### src/rtl/pps_pkg.sv
/*
 * Constants and carrier types of the protection policy register block.
 * Assumes an 8-bit internal register port driven by a serial bus front end.
 */
package pps_pkg;

    // ------------------------------------------------------------
    // Register addresses
    // ------------------------------------------------------------
    localparam logic [7:0] PPS_ADDR_STATUS1 = 8'h00;
    localparam logic [7:0] PPS_ADDR_LEVEL   = 8'h02;
    localparam logic [7:0] PPS_ADDR_POLICY  = 8'h05;

    // ------------------------------------------------------------
    // Field positions and reset values
    // ------------------------------------------------------------
    localparam int         PPS_STAT_OVL_BIT = 0;
    localparam int         PPS_STAT_OHT_BIT = 6;
    localparam int         PPS_SYNC_STAGES  = 2;
    localparam logic [7:0] PPS_POLICY_RST   = 8'h00;
    localparam logic [7:0] PPS_LEVEL_RST    = 8'h00;
    localparam logic [7:0] PPS_RDATA_RST    = 8'h00;
    localparam logic [3:0] PPS_LEVEL_OFF    = 4'h0;

    // ------------------------------------------------------------
    // Carrier types
    // ------------------------------------------------------------
    typedef struct packed {
        logic       comp_low_esr;
        logic       overheat_restart_policy;
        logic [1:0] rsvd_5_4;
        logic       overload_restart_policy;
        logic [2:0] rsvd_2_0;
    } pps_policy_t;

    typedef struct packed {
        logic [3:0] rsvd_7_4;
        logic [3:0] output_level_select;
    } pps_level_t;

    typedef struct packed {
        logic       overload_flag;
        logic       overtemperature_flag;
    } pps_flags_t;

endpackage : pps_pkg

### src/rtl/pps_sync.sv
/*
 * Two-stage synchroniser for a group of level inputs.
 * Assumes inputs are levels that stay put far longer than one clock.
 */
`timescale 1ns/1ns
module pps_sync
    import pps_pkg::*;
#(
    parameter int WIDTH = 2
)
(
    input  wire logic             clock,
    input  wire logic             rst_b,
    input  wire logic [WIDTH-1:0] async_in,
    output logic      [WIDTH-1:0] sync_out
);

    logic [WIDTH-1:0] meta_q;
    logic [WIDTH-1:0] meta_d;
    logic [WIDTH-1:0] sync_q;
    logic [WIDTH-1:0] sync_d;

    // ------------------------------------------------------------
    // Stage logic
    // ------------------------------------------------------------
    // First stage feeds only the second stage
    always_comb
    begin
        meta_d = async_in;
        sync_d = meta_q;
    end

    always_ff @(posedge clock or negedge rst_b)
    begin
        if (!rst_b)
        begin
            meta_q <= '0;
            sync_q <= '0;
        end
        else
        begin
            meta_q <= meta_d;
            sync_q <= sync_d;
        end
    end

    assign sync_out = sync_q;

endmodule : pps_sync

### src/rtl/pps_top.sv
/*
 * Protection policy register and output recovery control of a dish
 * supply controller, with the level select and status registers it acts on.
 * Assumes a serial front end presents single-cycle read and write strobes
 * with an 8-bit address, and that trip inputs come from analog comparators.
 */
// Overview of operation
// - Latched overload policy clears the level select and disables output.
// - Auto overload policy restores output with the old level on recovery.
// - Latched overheat policy clears the level select and disables output.
// - Auto overheat policy restores output with the old level on recovery.
// - The capacitor type bit picks low-ESR compensation at 1, standard at 0.
// - Every policy bit is zero after power-on reset.
// - The policy register sits at address 5 and reads back the last write.
// - Status bit 0 reads 1 while overload protection is active.
// - Status bit 6 reads 1 while overtemperature is detected.
`timescale 1ns/1ns
module pps_top
    import pps_pkg::*;
(
    input  wire logic       clock,
    input  wire logic       rst_b,
    input  wire logic [7:0] reg_addr,
    input  wire logic       reg_wr,
    input  wire logic [7:0] reg_wdata,
    input  wire logic       reg_rd,
    output logic      [7:0] reg_rdata,
    input  wire logic       overload_trip,
    input  wire logic       overheat_trip,
    output logic            supply_enable,
    output logic      [3:0] output_level_select,
    output logic            comp_low_esr
);

    pps_policy_t policy_q;
    pps_policy_t policy_d;
    pps_level_t  level_q;
    pps_level_t  level_d;
    pps_flags_t  flags;
    logic [1:0]  trips_sync;
    logic [7:0]  rdata_q;
    logic [7:0]  rdata_d;
    logic [7:0]  status_byte;
    logic        supply_q;
    logic        supply_d;
    logic        comp_q;
    logic        comp_d;
    logic        latch_clear;

    // ------------------------------------------------------------
    // Trip input synchronisation
    // ------------------------------------------------------------
    pps_sync #(
        .WIDTH    (2)
    ) pps_sync_inst (
        .clock    (clock),
        .rst_b    (rst_b),
        .async_in ({overload_trip, overheat_trip}),
        .sync_out (trips_sync)
    );

    always_comb
    begin
        flags.overload_flag        = trips_sync[1];
        flags.overtemperature_flag = trips_sync[0];
        status_byte                = 8'h00;
        status_byte[PPS_STAT_OVL_BIT] = flags.overload_flag;
        status_byte[PPS_STAT_OHT_BIT] = flags.overtemperature_flag;
    end

    // ------------------------------------------------------------
    // Configuration registers
    // ------------------------------------------------------------
    // A latched trip keeps clearing the level while it lasts, so a host
    // write made during the fault cannot re-arm the output early
    always_comb
    begin
        latch_clear = (flags.overload_flag
                       && policy_q.overload_restart_policy)
                      || (flags.overtemperature_flag
                       && policy_q.overheat_restart_policy);
        policy_d = policy_q;
        level_d  = level_q;
        if (reg_wr && reg_addr == PPS_ADDR_POLICY)
        begin
            policy_d = pps_policy_t'(reg_wdata);
        end
        if (reg_wr && reg_addr == PPS_ADDR_LEVEL)
        begin
            level_d = pps_level_t'(reg_wdata);
        end
        if (latch_clear)
        begin
            level_d.output_level_select = PPS_LEVEL_OFF;
        end
    end

    always_ff @(posedge clock or negedge rst_b)
    begin
        if (!rst_b)
        begin
            policy_q <= pps_policy_t'(PPS_POLICY_RST);
            level_q  <= pps_level_t'(PPS_LEVEL_RST);
        end
        else
        begin
            policy_q <= policy_d;
            level_q  <= level_d;
        end
    end

    // ------------------------------------------------------------
    // Output control
    // ------------------------------------------------------------
    // Auto policy simply holds the output off while a flag is up; the
    // stored level survives, so recovery restores the old setting
    always_comb
    begin
        supply_d = (level_d.output_level_select != PPS_LEVEL_OFF)
                   && !flags.overload_flag
                   && !flags.overtemperature_flag;
        comp_d   = policy_d.comp_low_esr;
    end

    always_ff @(posedge clock or negedge rst_b)
    begin
        if (!rst_b)
        begin
            supply_q <= 1'h0;
            comp_q   <= 1'h0;
        end
        else
        begin
            supply_q <= supply_d;
            comp_q   <= comp_d;
        end
    end

    // ------------------------------------------------------------
    // Read data
    // ------------------------------------------------------------
    // Unmapped and write-only addresses read as zero
    always_comb
    begin
        rdata_d = rdata_q;
        if (reg_rd)
        begin
            case (reg_addr)
                PPS_ADDR_STATUS1: rdata_d = status_byte;
                PPS_ADDR_LEVEL:   rdata_d = level_q;
                PPS_ADDR_POLICY:  rdata_d = policy_q;
                default:          rdata_d = 8'h00;
            endcase
        end
    end

    always_ff @(posedge clock or negedge rst_b)
    begin
        if (!rst_b)
        begin
            rdata_q <= PPS_RDATA_RST;
        end
        else
        begin
            rdata_q <= rdata_d;
        end
    end

    assign reg_rdata           = rdata_q;
    assign supply_enable       = supply_q;
    assign output_level_select = level_q.output_level_select;
    assign comp_low_esr        = comp_q;

    // ------------------------------------------------------------
    // Assertions
    // ------------------------------------------------------------
    logic wr_level;
    assign wr_level = reg_wr && reg_addr == PPS_ADDR_LEVEL;

    a_ovl_latch_clear: assert property (
        @(posedge clock) disable iff (!rst_b)
        flags.overload_flag && policy_q.overload_restart_policy
        |=> output_level_select == 4'h0 && !supply_enable)
        else $error("latched overload did not clear level");

    a_ovl_auto_keep: assert property (
        @(posedge clock) disable iff (!rst_b)
        flags.overload_flag && !policy_q.overload_restart_policy
        && !flags.overtemperature_flag && !wr_level
        |=> $stable(output_level_select) && !supply_enable)
        else $error("auto overload lost the level setting");

    a_ovl_auto_restore: assert property (
        @(posedge clock) disable iff (!rst_b)
        $fell(flags.overload_flag) && !flags.overtemperature_flag
        && !wr_level && !latch_clear
        |=> supply_enable == (output_level_select != 4'h0))
        else $error("auto overload did not restore output");

    a_oht_latch_clear: assert property (
        @(posedge clock) disable iff (!rst_b)
        flags.overtemperature_flag && policy_q.overheat_restart_policy
        |=> output_level_select == 4'h0 && !supply_enable)
        else $error("latched overheat did not clear level");

    a_oht_auto_keep: assert property (
        @(posedge clock) disable iff (!rst_b)
        flags.overtemperature_flag && !policy_q.overheat_restart_policy
        && !flags.overload_flag && !wr_level
        |=> $stable(output_level_select) && !supply_enable)
        else $error("auto overheat lost the level setting");

    a_oht_auto_restore: assert property (
        @(posedge clock) disable iff (!rst_b)
        $fell(flags.overtemperature_flag) && !flags.overload_flag
        && !wr_level && !latch_clear
        |=> supply_enable == (output_level_select != 4'h0))
        else $error("auto overheat did not restore output");

    a_comp_follow: assert property (
        @(posedge clock) disable iff (!rst_b)
        reg_wr && reg_addr == PPS_ADDR_POLICY
        |=> comp_low_esr == $past(reg_wdata[7]))
        else $error("compensation select did not follow write");

    a_reset_zero: assert property (
        @(posedge clock)
        $rose(rst_b) |-> policy_q == 8'h00 && comp_low_esr == 1'h0)
        else $error("policy not zero after reset");

    a_policy_readback: assert property (
        @(posedge clock) disable iff (!rst_b)
        reg_wr && reg_addr == PPS_ADDR_POLICY
        ##1 reg_rd && reg_addr == PPS_ADDR_POLICY && !reg_wr
        |=> reg_rdata == $past(reg_wdata, 2))
        else $error("policy read did not return last write");

    a_status_flags: assert property (
        @(posedge clock) disable iff (!rst_b)
        reg_rd && reg_addr == PPS_ADDR_STATUS1
        |=> reg_rdata[0] == $past(flags.overload_flag)
            && reg_rdata[6] == $past(flags.overtemperature_flag))
        else $error("status flags read wrong");

    c_ovl_latched: cover property (
        @(posedge clock) disable iff (!rst_b)
        flags.overload_flag && policy_q.overload_restart_policy
        && output_level_select != 4'h0);

    c_ovl_auto: cover property (
        @(posedge clock) disable iff (!rst_b)
        $fell(flags.overload_flag) && !policy_q.overload_restart_policy
        ##1 supply_enable);

    c_oht_latched: cover property (
        @(posedge clock) disable iff (!rst_b)
        flags.overtemperature_flag && policy_q.overheat_restart_policy
        ##1 output_level_select == 4'h0);

    c_policy_read: cover property (
        @(posedge clock) disable iff (!rst_b)
        reg_rd && reg_addr == PPS_ADDR_POLICY && policy_q != 8'h00);

endmodule : pps_top

### config.mk
export PLATFORM = sky130hd
export DESIGN_NAME = pps_top
export DESIGN_NICKNAME = d
export VERILOG_FILES = /design/src/rtl/pps_pkg.sv /design/src/rtl/pps_sync.sv /design/src/rtl/pps_top.sv
export SDC_FILE = /design/constraint.sdc
export NUM_CORES = 1
export LEC_CHECK = 0
export BUFFER_PORTS_ARGS = -buffer_cell sky130_fd_sc_hd__buf_2
export CAP_MARGIN = 10
export CORE_ASPECT_RATIO = 0.8
export CORE_MARGIN = 4
export CORE_UTILIZATION = 25
export CTS_CLUSTER_DIAMETER = 80
export CTS_CLUSTER_SIZE = 25
export DETAILED_ROUTE_END_ITERATION = 16
export SYNTH_ARGS = -nofsm -noshare
export SYNTH_HDL_FRONTEND = slang
export SYNTH_SLANG_ARGS = --single-unit
### constraint.sdc
create_clock -name clock -period 1.3 [get_ports clock]
set_input_delay 0.065 -clock clock [delete_from_list [all_inputs] [get_ports clock]]
set_output_delay 0.065 -clock clock [all_outputs]
set_load 0.005 [all_outputs]
==> out/qor.yml, run 1 <==
floorplan:
  die_x_um: 88.3
  core-area_sq_um: 5010
  dieArea_sq_um: 6380
  fp.dieH_um: 72.3
  rows: 23
  start_util: 0.258
  ios: 36
pwr:
  cellPowerDensity_nw_per_um2: 1250
  ir_drop_uv: 556
  p_comb_frac: 0.134
  p_leak_nw: 0.823
  p_clk_frac: 0.374
  switching_share: 0.255
  p_sw_w: 0.000552
  p_seq_frac: 0.492
  p_int_w: 0.00161
critical_path:
  worst-path-max-fanout: 2
  cp-end-kind: "flop"
  worst_setup_path_start_kind: "input port"
  required_ps: 1490
  critPathKind: "in -> reg"
  worst_ep_arrival_time_ps: 1430
grt:
  grt_pass1_vias: 979
  grt_usage: 0.106
  grt_max_degree: 30
  grt-ovfl-total: 0
  antenna_found_initial: 0
  grt_pass1_wl_mm: 5.03
clock_tree:
  cts.sinks: 29
  cts_tree: "done"
  numCtsBuffers: 5
  cts_root_buf: "clkbuf_8"
  ctsHtreeMaxLevel: 2
  postCtsSetupBuffers: 0
  cts_buffer_depth: 2
  insertion_delay_ps: 280
  clk_pin_slew_ps: 60
drt:
  vias: 952
  wl_met1_mm: 1.44
  drc: 0
  routed_wl_mm: 3.03
  topRoutingLayerUsed: "met4"
  firstDrtPassIters: 4
  viasPerCell: 4.45
  wire_per_inst_um: 14.2
  wl_met3_um: 146
  wl_met2_mm: 1.42
  first_iter_violations: 54
  antenna_left: 0
synth:
  yosys_warnings: 0
  syn_avg_cell_area_sq_um: 12.4
  seq_area_frac_synth: 0.563
  syn_area_sq_um: 1290
  synthesis.nets: 126
  ys_seq_elements: 29
  synth_cell_types: 25
  netlist_instances: 104
timing:
  rsz0062_at_grt: "no"
  setup_ws_ps: 57.0
  setup_viol: 0
  finalCriticalPeriod_ps: 1240
  tightestPinTransition_ps: 704
  hold_ws_ps: 34.5
  fmax_mhz: 805
  fin_worst_skew_ps: 2.73
  finalCritPeriodShare: 0.956
  hold_violations: 0
  slew_headroom: 0.530
  drv_slew: 0
placed_design:
  gp_congestion: 0.781
  dpl.hpwl_mm: 2.25
  dp_slack_ps: -261
  port_buffers: 35
  place_area_sq_um: 1590
final_layout:
  area_growth_pct: 34.0
  fin_area_sq_um: 1730
  diodes: 0
  finalNetCount: 173
  drive_above_1_share: 0.461
outcome:
  status: "finished clean"
worst_hold_path:
  min_path_type: "in -> reg"
run:
  drv_cap: 0
power by group through the flow:
| stage | clock network (W) | registers [W] | logic (W) |
|---|---|---|---|
| floorplan | 0 | 0.00105 | 0.000200 |
| global placement | 0 | 0.00108 | 0.000278 |
| detailed placement | 0 | 0.00108 | 0.000280 |
| CTS | 0.000834 | 0.00106 | 0.000288 |
| global route | 0.000883 | 0.00107 | 0.000327 |
| finish | 0.000810 | 0.00106 | 0.000290 |
synthesized netlist by cell type (all sizes together):
library cell  number  area share
mux2              14        0.13
a22oi              9       0.052
or3                1      0.0049
and3b              1      0.0068
o22ai              8       0.039
nand2              8       0.023
a211oi             1      0.0058
inv                9       0.026
or4                2       0.015
nand4bb            1      0.0087
o2111ai            1      0.0068
mux2i              4       0.031
nor4               3       0.015
nand3              1      0.0039
and4               1      0.0068
nor3b              1      0.0058
or2                1      0.0049
buf                5       0.027
nor3               1       0.013
nor2               1      0.0029
clkbuf             2      0.0058
dfrtp             29        0.56
cell families after synthesis:
family / after synthesis / share of synthesized area
AOI/OAI and AO/OA: 19 / 0.104
muxes: 18 / 0.165
buffers and inverters: 16 / 0.0592
and+or+nand+nor: 22 / 0.110
DFF: 29 / 0.563
through the flow:
stage / TNS [ps] / cells / utilization / total power (W)
floorplan: -797 / 104 / - / 0.00125
global placement: -3220 / 203 / 0.318 / 0.00136
detailed placement: -3130 / 203 / 0.318 / 0.00136
CTS: 0 / 214 / 0.344 / 0.00219
global route: 0 / 214 / 0.345 / 0.00228
finish: 0 / 214 / 0.345 / 0.00216
cell type report:
class,instances,area [sq um]
inverters,9,33.8
flip-flops and latches,29,726
well taps,62,77.6
clock buffers,7,96.3
repair buffers,47,298
clock inverters,1,5.00
multi-input cells,59,493
fillers,525,3280
path summary, 6_finish.rpt:
kind                                              start                         to  slack (ps)  depth (start not counted)
worst max-delay path                        reg_addr[5]              supply_enable          60                          5
min in group asynchronous                         rst_b                policy_q[3]         380                          2
max in group asynchronous                         rst_b                 level_q[4]         500                          2
worst min-delay path                       reg_wdata[4]                policy_q[4]          30                          2
worst min register to register  pps_sync_inst.meta_q[0]  pps_sync_inst.sync_out[0]         350                          0
worst max register to register   output_level_select[0]               reg_rdata[0]         190                          3
worst max-delay path, stage by stage:
cell and delay (ps):
buf_2 100, or4_4 560, buf_4 160, or3_1 350
a211oi_2 200
cells in the final DEF, fill, tap and decap left out:
| cell type | instances |
|---|---|
| a22oi_1 | 9 |
| or2_2 | 1 |
| clkinv_2 | 1 |
| nor3b_1 | 1 |
| nor2_1 | 1 |
| nor4_1 | 3 |
| dlygate4sd3_1 | 3 |
| clkbuf_8 | 7 |
| nor3_4 | 1 |
| buf_2 | 35 |
| nand4bb_1 | 1 |
| mux2_4 | 4 |
| mux2i_1 | 4 |
| or4_1 | 1 |
| and4_1 | 1 |
| nand3_1 | 1 |
| or4_4 | 1 |
| a211oi_2 | 1 |
| mux2_2 | 10 |
| or3_1 | 1 |
| nand2_1 | 8 |
| inv_1 | 9 |
| o2111ai_1 | 1 |
| dfrtp_1 | 29 |
| buf_4 | 7 |
| o22ai_1 | 8 |
| and3b_1 | 1 |
| buf_12 | 2 |
routing by layer:
| metal | GRT usage | vias up |
|---|---|---|
| met5 | 0 | - |
| met4 | 0.0403 | 0 |
| met3 | 0.0511 | 4 |
| met2 | 0.155 | 20 |
| met1 | 0.137 | 456 |
| li1 | - | 472 |
repair_timing:
action | 4_1_cts | 5_1_grt
endpoints found under the hold margin | 31 | 0
resized for setup | 0 | 1
hold buffers | 3 | 0
endpoints found under the setup margin | 0 | 1
flip-flops by register name, summed over array words and instances (netlist names):
register	cells
output_level_select	4
policy_q	7
supply_enable	1
comp_low_esr	1
pps_sync_inst.sync_out	2
pps_sync_inst.meta_q	2
reg_rdata	8
level_q	4
Note: power is estimated with default switching activity, not from simulation.
==> inputs of run 2 (changes only) <==
--- a/config.mk
+++ b/config.mk
@@ -6,13 +6,14 @@
 export NUM_CORES = 1
 export LEC_CHECK = 0
 export BUFFER_PORTS_ARGS = -buffer_cell sky130_fd_sc_hd__buf_2
-export CAP_MARGIN = 10
+export CAP_MARGIN = 15
 export CORE_ASPECT_RATIO = 0.8
 export CORE_MARGIN = 4
 export CORE_UTILIZATION = 25
 export CTS_CLUSTER_DIAMETER = 80
 export CTS_CLUSTER_SIZE = 25
 export DETAILED_ROUTE_END_ITERATION = 16
+export SETUP_SLACK_MARGIN = 0.4
 export SYNTH_ARGS = -nofsm -noshare
 export SYNTH_HDL_FRONTEND = slang
 export SYNTH_SLANG_ARGS = --single-unit
==> out/qor.yml, run 2 (synthesis gave the netlist of run 1 again) <==
outcome:
  status: "finished clean"
timing:
  rsz0062_at_grt: "yes"
  fin_worst_skew_ps: 4.91  # +2.18 ps
  tightestPinTransition_ps: 476  # -228 ps
  finalCritPeriodShare: 0.927  # -0.0292
  finalCriticalPeriod_ps: 1200  # -38.0 ps
  hold_ws_ps: 26.5  # -7.96 ps
  hold_violations: 0  # unchanged
  setup_viol: 0  # unchanged
  drv_slew: 0  # unchanged
  fmax_mhz: 830  # +3.2%
  slew_headroom: 0.682  # +0.152
worst_hold_path:
  min_path_type: "in -> reg"
  min-delay-start: "reg_wdata[5]"
  hold_path_depth: 2  # unchanged
  min_to: "level_q[5]"
final_layout:
  fin_util: 0.382  # +0.0365
  final_common_cell: "buf_2"
  drive_above_1_share: 0.570  # +0.109
  largest_reg_flops: 8  # unchanged
  layout_common_cells: "buf_2, dfrtp_1, mux2_4, buf_4, inv_1"
  area_growth_pct: 48.2
  finalNetCount: 179  # +3.5%
  diodes: 0  # unchanged
clock_tree:
  cts_root_buf: "clkbuf_8"
  clk_pin_slew_ps: 70  # about the same
  cts_tree: "done"
  cts_buffer_depth: 2  # unchanged
  cts.sinks: 29  # unchanged
  insertion_delay_ps: 280  # about the same
  ctsHtreeMaxLevel: 2  # unchanged
  numCtsBuffers: 5  # unchanged
grt:
  grt_pass1_vias: 1030  # +5.2%
  grt-ovfl-total: 0  # unchanged
  grt_pass1_wl_mm: 5.38  # +7.0%
  grt_usage: 0.114  # +0.00718
  grt_max_degree: 30  # unchanged
  antenna_found_initial: 0  # unchanged
floorplan:
  rows: 23  # unchanged
  die_x_um: 88.3  # unchanged
  core-area_sq_um: 5010  # unchanged
  fp.dieH_um: 72.3  # unchanged
  start_util: 0.258  # unchanged
  ios: 36  # unchanged
  dieArea_sq_um: 6380  # unchanged
critical_path:
  critPathTopFamily: "simple AND/OR/NAND/NOR gates"
  crit_chain: "buf_6 > or4_4 > nor3_4 > buf_12 > mux2_4"
  r2r_cells: 2  # -1
  reg2reg_from: "output_level_select[2]"
  ff2ff_setup_slack_ps: 210  # +20 ps
  critPathKind: "in -> reg"
  required_ps: 1470  # -20 ps
  worst_path_largest_cell_delay_ps: 560  # about the same
  worst-path-stages: 5  # unchanged
  cp-end-kind: "flop"
  reg2reg_to: "supply_enable"
  worst-path-max-fanout: 6  # +4
  worst_setup_path_start_kind: "input port"
  worst_ep_arrival_time_ps: 1370  # -60 ps
  critPathBufInv: 2  # unchanged
  critPathSlowestCell: "or4_4"
run:
  drv_cap: 0  # unchanged
drt:
  viasPerCell: 4.59  # +3.2%
  routed_wl_mm: 3.30  # +8.7%
  vias: 1010  # +6.1%
  antenna_left: 0  # unchanged
  firstDrtPassIters: 5  # +1
  drc: 0  # unchanged
  first_iter_violations: 19  # -65%
  wire_per_inst_um: 15.0  # +5.7%
pwr:
  p_leak_nw: 0.873  # +6.2%
  cellPowerDensity_nw_per_um2: 1150  # -7.8%
  power_w: 0.00221  # +1.9%
  ir_drop_uv: 643  # +16%
placed_design:
  port_buffers: 35  # unchanged
  gp_congestion: 0.739  # -5.4%
  dpl.hpwl_mm: 2.44  # +8.4%
## run 2: layer usage
metal	vias up	global-route usage	part of all wire
li1	481	-	-
met1	490	0.168	0.48
met2	35	0.152	0.43
met3	4	0.0341	0.074
met4	0	0.0503	0.013
met5	-	0	0
## run 2: power by group
group          internal (W)  total, W  switching [W]
sequential         0.000986   0.00108      0.0000899
clock              0.000368  0.000730       0.000362
combinational      0.000229  0.000399       0.000170
total               0.00158   0.00221       0.000622
## run 2: per-stage QoR
step / worst slack [ps] / std cells / TNS (ps) / cell area [sq um]
finish: 95.0 / 220 / 0 / 1910
global route: 73.5 / 220 / 0 / 1910
CTS: 102 / 219 / 0 / 1860
detailed placement: -220 / 205 / -2690 / 1660
global placement: -194 / 205 / -2460 / 1660
floorplan: -179 / 104 / -794 / 1360
## run 2: cell type report
cell class / instances / area [sq um]
clock buffers: 5 / 68.8
clock inverters: 3 / 17.5
fillers: 518 / 3100
inverters: 9 / 33.8
multi-input cells: 59 / 612
flip-flops and latches: 29 / 727
well taps: 62 / 77.6
repair buffers: 53 / 375
## run 2: worst max path at each step
stage / start / to / slack (ps)
after floorplan: reg_addr[5] / level_q[4] / -180
after global placement: reg_addr[5] / level_q[5] / -190
after detailed placement: reg_addr[5] / level_q[6] / -220
after CTS: reg_addr[5] / level_q[7] / 100
after global routing: reg_addr[5] / level_q[6] / 70
final: reg_addr[5] / level_q[6] / 100
## run 2: timing repair
item,4_1_cts,5_1_grt
endpoints found under the setup margin,29,59
resized for setup,11,10
cloned,0,0
hold buffers,3,0
hold endpoints to repair,31,0
setup buffers,3,1
pin swaps,3,4
